## config.mk

```make
export PLATFORM = sky130hd
export DESIGN_NAME = bms_sequencer
export DESIGN_NICKNAME = d
export VERILOG_FILES = /design/src/rtl/bms_pkg.sv /design/src/rtl/bms_sequencer.sv
export VERILOG_INCLUDE_DIRS = /design/src /design/src/rtl
export SDC_FILE = /design/constraint.sdc
export NUM_CORES = 1
export LEC_CHECK = 0
export ABC_AREA = 1
export BUFFER_PORTS_ARGS = -buffer_cell sky130_fd_sc_hd__buf_4
export CELL_PAD_IN_SITES_DETAIL_PLACEMENT = 2
export CELL_PAD_IN_SITES_GLOBAL_PLACEMENT = 2
export CORE_MARGIN = 2
export CORE_UTILIZATION = 35
export CTS_BUF_LIST = sky130_fd_sc_hd__clkbuf_8
export DETAILED_ROUTE_END_ITERATION = 10
export PLACE_DENSITY = 0.8
export SYNTH_ARGS = -nofsm -noshare
export SYNTH_HDL_FRONTEND = slang
export SYNTH_SLANG_ARGS = --single-unit
```

## constraint.sdc

```tcl
create_clock -name clock -period 2.8 [get_ports clock]
set_input_delay 0.14 -clock clock [delete_from_list [all_inputs] [get_ports clock]]
set_output_delay 0.14 -clock clock [all_outputs]
set_load 0.02 [all_outputs]
```

## src/rtl/bms_regs.svh

```systemverilog
// Purpose: Offsets, field positions, reset values and timing figures
//          for the boost mode sequencer.
// Assumes: Byte addresses on a 32-bit Avalon-MM slave.
// Notes:   Definitions only.
`ifndef BMS_REGS_SVH
`define BMS_REGS_SVH

// Register byte offsets
`define BMS_CTRL_OFS        4'h0
`define BMS_STATUS_OFS      4'h4
`define BMS_FAULTCNT_OFS    4'h8

// Control register fields and reset value
`define BMS_CTRL_RESTART_BIT   0
`define BMS_CTRL_DISCHG_BIT    1
`define BMS_CTRL_RST           2'h3

// Status register fields
`define BMS_STAT_STATE_LSB     0
`define BMS_STAT_PG_BIT        16
`define BMS_STAT_OT_BIT        17
`define BMS_STAT_OCP_BIT       18
`define BMS_STAT_LVL_BIT       19

// Clock period and timebase
`define BMS_CLK_PERIOD_NS   5
`define BMS_TICK_NS         1000
`define BMS_TICK_CYC        (`BMS_TICK_NS / `BMS_CLK_PERIOD_NS)

// Sequencer times in microseconds (one timebase tick each)
`define BMS_LINEAR_CHARGE_PHASE_TWO_TMO_US     1024
`define BMS_SS_TMO_US       2000
`define BMS_RESTART_US      1000
`define BMS_HOST_BYP_DLY_US 60

`endif

```

## src/rtl/bms_pkg.sv

```systemverilog
// Purpose: Types shared by the boost mode sequencer.
// Assumes: Nothing beyond SystemVerilog packed types.
// Notes:   Numbers live in bms_regs.svh.
package bms_pkg;

  // One-hot sequencer states
  typedef enum logic [8:0] {
    BMS_SHUTDOWN  = 9'h001,
    BMS_PASSTHRU  = 9'h002,
    BMS_LINEAR_CHARGE_PHASE_ONE      = 9'h004,
    BMS_LINEAR_CHARGE_PHASE_TWO      = 9'h008,
    BMS_STARTUP   = 9'h010,
    BMS_SOFTSTART = 9'h020,
    BMS_BOOST     = 9'h040,
    BMS_BYPASS    = 9'h080,
    BMS_FAULT     = 9'h100
  } bms_state_e;

  // Pins and analogue comparator levels entering the sequencer
  typedef struct packed {
    logic enable;
    logic forced_passthru_select_n;
    logic output_level_select;
    logic undervoltage_lockout_ok;
    logic linear_charge_phase_one_done;
    logic linear_charge_phase_two_done;
    logic vout_reached;
    logic vin_above_target;
    logic overcurrent_guard;
    logic temp_hot;
    logic temp_cool;
  } bms_sense_s;

  // Controls driven to the power stage
  typedef struct packed {
    logic       bypass_switch_on;
    logic       limit_1a;
    logic       limit_2a;
    logic       switching_en;
    logic       switch_on_allow;
    logic       path_hiz;
    logic       discharge_on;
    logic       target_high;
    logic [7:0] ref_ramp;
  } bms_drive_s;

endpackage : bms_pkg

```

## src/rtl/bms_sequencer.sv

```systemverilog
// Purpose: Mode decode and startup sequencer for a boost regulator with
//          bypass, with power-good flag and Avalon-MM status/control.
// Assumes: 200 MHz clock; all sense inputs are asynchronous levels.
// Notes:   Timeouts run on a 1 us tick derived from the clock.
`timescale 1ns/1ps
`include "bms_regs.svh"

module bms_sequencer
  import bms_pkg::*;
#(
  parameter int unsigned LINEAR_CHARGE_PHASE_TWO_TMO_US = `BMS_LINEAR_CHARGE_PHASE_TWO_TMO_US,
  parameter int unsigned SS_TMO_US   = `BMS_SS_TMO_US,
  parameter int unsigned RESTART_US  = `BMS_RESTART_US,
  parameter int unsigned TICK_CYC    = `BMS_TICK_CYC
) (
  input  wire logic        clock,
  input  wire logic        arst_n,
  input  wire logic        clk_en,
  // Pins and comparator levels
  input  wire bms_sense_s  sense,
  // Power stage controls
  output bms_drive_s       drive,
  // Open-drain power-good: output level and enable
  output logic             power_ok_flag_o,
  output logic             power_ok_flag_oe,
  // Avalon-MM slave
  input  wire logic [3:0]  avs_address,
  input  wire logic        avs_read,
  input  wire logic        avs_write,
  input  wire logic [3:0]  avs_byteenable,
  input  wire logic [31:0] avs_writedata,
  output logic [31:0]      avs_readdata,
  output logic             avs_waitrequest
);

  localparam int SW = $bits(bms_sense_s);

  // Register decode, shared by read mux and write path
  function automatic logic reg_hit(input logic [3:0] addr,
                                   input logic [3:0] ofs);
    reg_hit = (addr == ofs);
  endfunction

  // ------------------------------------------------------------------
  // Input synchronisers: three stages, change accepted when 2 and 3 agree
  // ------------------------------------------------------------------
  logic [SW-1:0] sync1_q;
  logic [SW-1:0] sync2_q;
  logic [SW-1:0] sync3_q;
  logic [SW-1:0] filt_q;
  bms_sense_s    sn;

  genvar gi;
  generate
    for (gi = 0; gi < SW; gi++) begin : g_sync
      // Stage one feeds stage two only, to keep metastability contained
      always_ff @(posedge clock or negedge arst_n) begin
        if (!arst_n) begin
          sync1_q[gi] <= 1'b0;
          sync2_q[gi] <= 1'b0;
          sync3_q[gi] <= 1'b0;
          filt_q[gi]  <= 1'b0;
        end else if (clk_en) begin
          sync1_q[gi] <= sense[gi];
          sync2_q[gi] <= sync1_q[gi];
          sync3_q[gi] <= sync2_q[gi];
          if (sync2_q[gi] == sync3_q[gi]) begin
            filt_q[gi] <= sync3_q[gi];
          end
        end
      end
    end
  endgenerate

  assign sn = bms_sense_s'(filt_q);

  // ------------------------------------------------------------------
  // Registers and state
  // ------------------------------------------------------------------
  bms_state_e  st_q;
  bms_state_e  st_d;
  logic [7:0]  tick_cnt_q;
  logic        tick;
  logic [10:0] tmr_q;
  logic        ot_latch_q;
  logic        ocp_hold_q;
  logic        pg_q;
  logic [7:0]  ramp_q;
  logic [1:0]  ctrl_q;
  logic [15:0] fault_cnt_q;
  logic        ack_q;
  logic        req;
  logic        auto_mode;

  // Mode decode from the two select pins; with enable low the select
  // level is ignored, so a host may park it either way while off
  assign auto_mode = sn.enable & sn.forced_passthru_select_n;

  // Fixed timebase: one tick per microsecond
  always_ff @(posedge clock or negedge arst_n) begin
    if (!arst_n) begin
      tick_cnt_q <= 8'h00;
    end else if (clk_en) begin
      if (tick) begin
        tick_cnt_q <= 8'h00;
      end else begin
        tick_cnt_q <= tick_cnt_q + 8'h01;
      end
    end
  end

  assign tick = (tick_cnt_q == 8'(TICK_CYC - 1));

  // State timer: restarts on every state entry so no stale time leaks
  // Saturates, so a long stay still reads as overdue and never as fresh
  always_ff @(posedge clock or negedge arst_n) begin
    if (!arst_n) begin
      tmr_q <= 11'h000;
    end else if (clk_en) begin
      if (st_d != st_q) begin
        tmr_q <= 11'h000;
      end else if (tick && tmr_q != 11'h7ff) begin
        tmr_q <= tmr_q + 11'h001;
      end
    end
  end

  // Next-state logic
  always_comb begin
    st_d = st_q;
    case (st_q)
      BMS_SHUTDOWN: begin
        if (auto_mode && sn.undervoltage_lockout_ok) begin
          st_d = BMS_LINEAR_CHARGE_PHASE_ONE;
        end
      end
      BMS_PASSTHRU: begin
        if (auto_mode && sn.undervoltage_lockout_ok) begin
          st_d = BMS_LINEAR_CHARGE_PHASE_ONE;
        end else if (auto_mode) begin
          st_d = BMS_SHUTDOWN;
        end
      end
      BMS_LINEAR_CHARGE_PHASE_ONE: begin
        if (sn.linear_charge_phase_one_done) begin
          st_d = BMS_LINEAR_CHARGE_PHASE_TWO;
        end
      end
      BMS_LINEAR_CHARGE_PHASE_TWO: begin
        if (tmr_q >= 11'(LINEAR_CHARGE_PHASE_TWO_TMO_US)) begin
          st_d = BMS_FAULT;
        end else if (sn.linear_charge_phase_two_done) begin
          st_d = BMS_STARTUP;
        end
      end
      BMS_STARTUP: begin
        st_d = BMS_SOFTSTART;
      end
      BMS_SOFTSTART: begin
        if (tmr_q >= 11'(SS_TMO_US)) begin
          st_d = BMS_FAULT;
        end else if (sn.vout_reached) begin
          st_d = BMS_BOOST;
        end
      end
      BMS_BOOST: begin
        if (sn.vin_above_target) begin
          st_d = BMS_BYPASS;
        end
      end
      BMS_BYPASS: begin
        if (!sn.vin_above_target) begin
          st_d = BMS_BOOST;
        end
      end
      BMS_FAULT: begin
        if (tmr_q >= 11'(RESTART_US) && ctrl_q[`BMS_CTRL_RESTART_BIT]) begin
          st_d = BMS_LINEAR_CHARGE_PHASE_ONE;
        end
      end
      default: begin
        st_d = BMS_SHUTDOWN;
      end
    endcase
    // Pin decode overrides the sequence; supply loss drops to shutdown
    if (!sn.enable) begin
      st_d = BMS_SHUTDOWN;
    end else if (!sn.forced_passthru_select_n) begin
      st_d = BMS_PASSTHRU;
    end else if (!sn.undervoltage_lockout_ok) begin
      st_d = BMS_SHUTDOWN;
    end
  end

  // State register
  always_ff @(posedge clock or negedge arst_n) begin
    if (!arst_n) begin
      st_q <= BMS_SHUTDOWN;
    end else if (clk_en) begin
      st_q <= st_d;
    end
  end

  // Over-temperature latch with hysteresis between the two comparators
  always_ff @(posedge clock or negedge arst_n) begin
    if (!arst_n) begin
      ot_latch_q <= 1'b0;
    end else if (clk_en) begin
      if (sn.temp_hot) begin
        ot_latch_q <= 1'b1;
      end else if (sn.temp_cool) begin
        ot_latch_q <= 1'b0;
      end
    end
  end

  // Overcurrent hold: registered copy of the guard, released one clock after current is below limit
  always_ff @(posedge clock or negedge arst_n) begin
    if (!arst_n) begin
      ocp_hold_q <= 1'b0;
    end else if (clk_en) begin
      ocp_hold_q <= sn.overcurrent_guard;
    end
  end

  // Power-good: rises on soft-start completion, held in regulation
  always_ff @(posedge clock or negedge arst_n) begin
    if (!arst_n) begin
      pg_q <= 1'b0;
    end else if (clk_en) begin
      if (st_q == BMS_SOFTSTART && st_d == BMS_BOOST) begin
        pg_q <= 1'b1;
      end else if (st_d != BMS_BOOST && st_d != BMS_BYPASS) begin
        pg_q <= 1'b0;
      end
    end
  end

  // Soft-start reference ramp, saturating so it never wraps to zero
  // Limitation: one step per tick, so a full ramp takes 255 ticks
  always_ff @(posedge clock or negedge arst_n) begin
    if (!arst_n) begin
      ramp_q <= 8'h00;
    end else if (clk_en) begin
      if (st_q != BMS_SOFTSTART) begin
        ramp_q <= (st_q == BMS_BOOST || st_q == BMS_BYPASS) ? 8'hff : 8'h00;
      end else if (tick && ramp_q != 8'hff) begin
        ramp_q <= ramp_q + 8'h01;
      end
    end
  end

  // Fault counter for software, saturating
  always_ff @(posedge clock or negedge arst_n) begin
    if (!arst_n) begin
      fault_cnt_q <= 16'h0000;
    end else if (clk_en) begin
      if (st_d == BMS_FAULT && st_q != BMS_FAULT &&
          fault_cnt_q != 16'hffff) begin
        fault_cnt_q <= fault_cnt_q + 16'h0001;
      end
    end
  end

  // Power stage controls, registered so glitches never reach the switches
  // Cost: every control lags its source by one clock
  always_ff @(posedge clock or negedge arst_n) begin
    if (!arst_n) begin
      drive <= '0;
    end else if (clk_en) begin
      drive.bypass_switch_on <= (st_q == BMS_PASSTHRU) ||
                                (st_q == BMS_BYPASS && !ot_latch_q);
      drive.limit_1a         <= (st_q == BMS_LINEAR_CHARGE_PHASE_ONE);
      drive.limit_2a         <= (st_q == BMS_LINEAR_CHARGE_PHASE_TWO);
      drive.switching_en     <= (st_q == BMS_SOFTSTART ||
                                 st_q == BMS_BOOST) && !ot_latch_q;
      drive.switch_on_allow  <= !sn.overcurrent_guard && !ocp_hold_q;
      drive.path_hiz         <= (st_q == BMS_FAULT ||
                                 st_q == BMS_SHUTDOWN);
      drive.discharge_on     <= !sn.enable &&
                                ctrl_q[`BMS_CTRL_DISCHG_BIT];
      drive.target_high      <= sn.output_level_select;
      drive.ref_ramp         <= ramp_q;
    end
  end

  // Open-drain power-good: pull low unless good, no fault, no overcurrent, not hot
  always_ff @(posedge clock or negedge arst_n) begin
    if (!arst_n) begin
      power_ok_flag_oe <= 1'b1;
    end else if (clk_en) begin
      power_ok_flag_oe <= !(pg_q && st_q != BMS_FAULT && !ocp_hold_q &&
                            !ot_latch_q);
    end
  end

  assign power_ok_flag_o = 1'b0;

  // ------------------------------------------------------------------
  // Avalon-MM slave: one wait cycle, then the access completes
  // ------------------------------------------------------------------
  // While the clock enable is low nothing can complete, so the master
  // is kept waiting rather than shown an access that never landed
  assign req             = avs_read | avs_write;
  assign avs_waitrequest = req & ~(ack_q & clk_en);

  always_ff @(posedge clock or negedge arst_n) begin
    if (!arst_n) begin
      ack_q <= 1'b0;
    end else if (clk_en) begin
      ack_q <= req & ~ack_q;
    end
  end

  // Control register write, on the completing edge only
  always_ff @(posedge clock or negedge arst_n) begin
    if (!arst_n) begin
      ctrl_q <= `BMS_CTRL_RST;
    end else if (clk_en) begin
      if (avs_write && ack_q && avs_byteenable[0] &&
          reg_hit(avs_address, `BMS_CTRL_OFS)) begin
        ctrl_q <= avs_writedata[1:0];
      end
    end
  end

  // Read data captured during the wait cycle; unmapped reads give zero
  // Capturing early keeps readdata a flip-flop output at completion
  always_ff @(posedge clock or negedge arst_n) begin
    if (!arst_n) begin
      avs_readdata <= 32'h0000_0000;
    end else if (clk_en) begin
      if (avs_read && !ack_q) begin
        avs_readdata <= 32'h0000_0000;
        if (reg_hit(avs_address, `BMS_CTRL_OFS)) begin
          avs_readdata[1:0] <= ctrl_q;
        end else if (reg_hit(avs_address, `BMS_STATUS_OFS)) begin
          avs_readdata[8:0]                <= st_q;
          avs_readdata[`BMS_STAT_PG_BIT]   <= !power_ok_flag_oe;
          avs_readdata[`BMS_STAT_OT_BIT]   <= ot_latch_q;
          avs_readdata[`BMS_STAT_OCP_BIT]  <= ocp_hold_q;
          avs_readdata[`BMS_STAT_LVL_BIT]  <= sn.output_level_select;
        end else if (reg_hit(avs_address, `BMS_FAULTCNT_OFS)) begin
          avs_readdata[15:0] <= fault_cnt_q;
        end
      end
    end
  end

endmodule // bms_sequencer

```

==> impl_metrics.tcl <==
set metrics [dict create \
    layout_worst_path_cycle_share_pct 92.7 \
    route.antenna.remaining_nets 0 \
    synth_sequential_area_ratio_pct 48.7 \
    rows 52 \
    gpl.final_weighted_congestion 0.814 \
    cp_slowest_stage_delay_ns 0.49 \
    fp.dieH_um 147 \
    clock_slew_at_the_register_clock_pins_of_the_worst_setup_and_hold_paths_ns 0.10 \
    grt_pass1_wl_um 37700 \
    leakagePower_nw 4.30 \
    number_of_fillers_in_the_final_layout 2319 \
    ctsLongestPathBuffers 2 \
    grt.total_usage_pct 22.0 \
    timing_worst_slew_pin_value_ns 0.633 \
    critPathLaunchType "register" \
    async_flop_share_pct 100 \
    worst_hold_slack_ns 0.0421 \
    post-route-min-period_ns 2.59 \
    grt_overflow_total 0 \
    power.density_mw_per_mm2 591 \
    ys_dominant_reg_cell "dfrtp_1" \
    cpMaxStageDelayCell "dfrtp_2" \
    nets 1029 \
    ctsHtreeMaxLevel 4 \
    grt_setup_unrepaired "false" \
    final_layout_size_suffix_gt1_share_pct 18.1 \
    drt-vias-per-instance 5.04 \
    grt_antenna_before_repair 0 \
    timing.critical_path.cells "nor2_2 > nand2_4 > nor2_1 > nand2_1 > inv_2 > nand2_1 > nand3_2 > nand3_2 > nor2_4 > nand3_1 > nor3_2 > xor2_1" \
    max_freq_mhz 385 \
    area_of_the_die_mm2 0.0216 \
    timing.clock.skew_ns 0.0156 \
    antenna_cells_inserted 0 \
    core_area_mm2 0.0202 \
    pin_count 107 \
    post-route-drc-count 0 \
    detail_route.wirelength_um 22300 \
    vdd_ir_drop_max_mv 0.280 \
    ys_ff_latch 139 \
    grt_start_max_net_pins 57 \
    synth-edff-count 0 \
    route.vias.total 6300 \
    grt_pass1_vias 6915 \
    slew_headroom_pct 57.7 \
    setup-violations-final 0 \
    io_buffer_count 60 \
    timing.critical_path.to_type "register" \
    fp.dieW_um 147 \
    timing.hold.worst.class "input port to register" \
    synthDistinctLibCells 44 \
    post_synth_inst_count 882 \
    ctsRootBufferMaster "clkbuf_8" \
    netlist_area_mm2 0.00715 \
    drt-pass1-iter-count 4 \
    synth_area_leaders "dfrtp_1 47%, nand2_1 12%, o21ai_0 5.4%, inv_1 4.9%, nor2_1 3.8%" \
    setup-tns-final_ns 0 \
    synth.top_cell.area_share_pct 47.2 \
    worstPathMaxFanout 6 \
    cts_tree "built" \
    yosysWarnings 0 \
    status "complete, no violations" \
    drv_slew 0 \
    dp_hpwl_um 15100 \
    yosys.area.top_type "dfrtp_1" \
    wire_per_inst_um 17.8 \
    drt_iter0_markers 240 \
    timing_worst_setup_path_type "register to register" \
    critical_path_required_ns 3.14 \
    flow.area_growth_from_synthesis_pct 19.9 \
    clock_latency_ns 0.46 \
    synthesis.area_per_instance_um2 8.11 \
    initial_utilization_pct 35.5 \
    cts.sinks 139 \
    arrival_ns 2.93 \
    timing.max_cap.violations 0 \
    postCtsSetupRepairBufs 0 \
    cts_buffers 17 \
    timing_hold_violations_final 0 \
]
[logic make-up after synthesis]
| kind of cell | count (synthesis) | share of synthesized area (%) |
|---|---|---|
| flops | 139 | 48.7 |
| mux | 2 | 0.315 |
| compound gates | 125 | 9.78 |
| other cells | 1 | 0.0524 |
| fa+ha+maj | 5 | 0.875 |
| xor+xnor | 27 | 3.31 |
| simple gates | 437 | 28.2 |
| buf+inv | 146 | 8.77 |
[critical path, delay by kind of cell, from the launching register on]
| kind | cells | cell delay (ns) |
|---|---|---|
| xor+xnor | 1 | 0.33 |
| buf+inv | 1 | 0.12 |
| flops | 1 | 0.49 |
| simple gates | 10 | 1.54 |
[worst paths after layout]
path                       startpoint               to  slack, ns  depth (start not counted)
max in group asynchronous      arst_n        ramp_q[3]       1.82                          3
min                            clk_en         drive[9]       0.04                          4
min reg2reg                sync1_q[3]       sync1_q[3]       0.48                          2
max                           st_q[4]  fault_cnt_q[14]       0.21                         12
max reg2reg                   st_q[4]  fault_cnt_q[14]       0.21                         12
min in group asynchronous      arst_n  avs_readdata[4]       0.23                          2
[layout by cell type (no fill, tap or decap), types with 5 or more instances in the layout]
cell and instances:
clkbuf_8 18, xor2_1 22, ha_1 5, o21ai_0 77
nand4_1 26, inv_1 94, conb_1 13, nor3_1 17
nor2_1 71, nand2_1 231, a22oi_1 8, bufinv_16 5
a21oi_1 16, dlygate4sd3_1 14, nand3_2 12, nor2_2 9
nand3_1 44, dfrtp_1 132, o31ai_1 7, nand2_2 10
o211ai_1 7, buf_4 84, xnor2_1 5, inv_2 7
[registers in the layout, indices dropped and copies added (netlist names)]
register          flops
st_q                  9
pg_q                  1
avs_readdata         20
fault_cnt_q          16
ot_latch_q            1
power_ok_flag_oe      1
sync2_q              11
drive                16
ack_q                 1
sync3_q              11
ramp_q                8
ocp_hold_q            1
filt_q               11
sync1_q              11
tmr_q                11
tick_cnt_q            8
ctrl_q                2
[cell usage after synthesis, types with 4 or more instances]
| library cell | instances |
|---|---|
| nand2_1 | 231 |
| dfrtp_1 | 135 |
| inv_1 | 93 |
| o21ai_0 | 77 |
| nor2_1 | 72 |
| nand3_1 | 44 |
| nand4_1 | 26 |
| clkbuf_1 | 23 |
| xor2_1 | 22 |
| nor3_1 | 19 |
| a21oi_1 | 16 |
| buf_4 | 15 |
| nand3_2 | 12 |
| nand2_2 | 10 |
| a22oi_1 | 8 |
| nor2_2 | 8 |
| o211ai_1 | 7 |
| o31ai_1 | 7 |
| buf_2 | 5 |
| ha_1 | 5 |
| inv_2 | 5 |
| xnor2_1 | 5 |
| dfstp_2 | 4 |
| nor4_1 | 4 |
| o22ai_1 | 4 |
[through the flow]
step | instance area, um^2 | instances | power [mW] | setup WS, ns | util (%)
2_1_floorplan | 7200 | 894 | 2.80 | 0.748 | -
3_3_place_gp | 7950 | 1205 | 3.05 | 0.306 | 39.4
3_5_place_dp | 7950 | 1205 | 3.11 | 0.229 | 39.4
4_1_cts | 8550 | 1251 | 5.12 | 0.154 | 42.4
5_1_grt | 8570 | 1251 | 5.33 | 0.0273 | 42.5
6_report | 8570 | 1251 | 5.07 | 0.206 | 42.5
[where the power goes]
group / switching [mW] / internal, mW
clock network: 0.883 / 1.09
registers: 0.152 / 2.20
logic: 0.478 / 0.262
[area by class of cell]
class	count	area [um^2]	area share, %
clock buffer	18	248	2.89
timing repair buffer	100	802	9.35
sequential	139	3490	40.7
multi-input combinational	609	3100	36.2
inverter	101	380	4.44
tap	270	338	3.94
clock inverter	14	218	2.54
[repair_timing]
item,CTS,global route
gates resized for setup,0,8
endpoints found under the hold margin,63,0
hold buffers,14,0
setup endpoints to repair,0,14
[layer usage]
layer,GRT usage (%),wire length [um],vias up
met2,38.4,11500,69
met4,5.53,352,0
met3,3.79,396,27
met5,0,0,-
met1,28.5,10100,3203
li1,-,-,3001
Note: power is estimated with default switching activity, not from simulation.
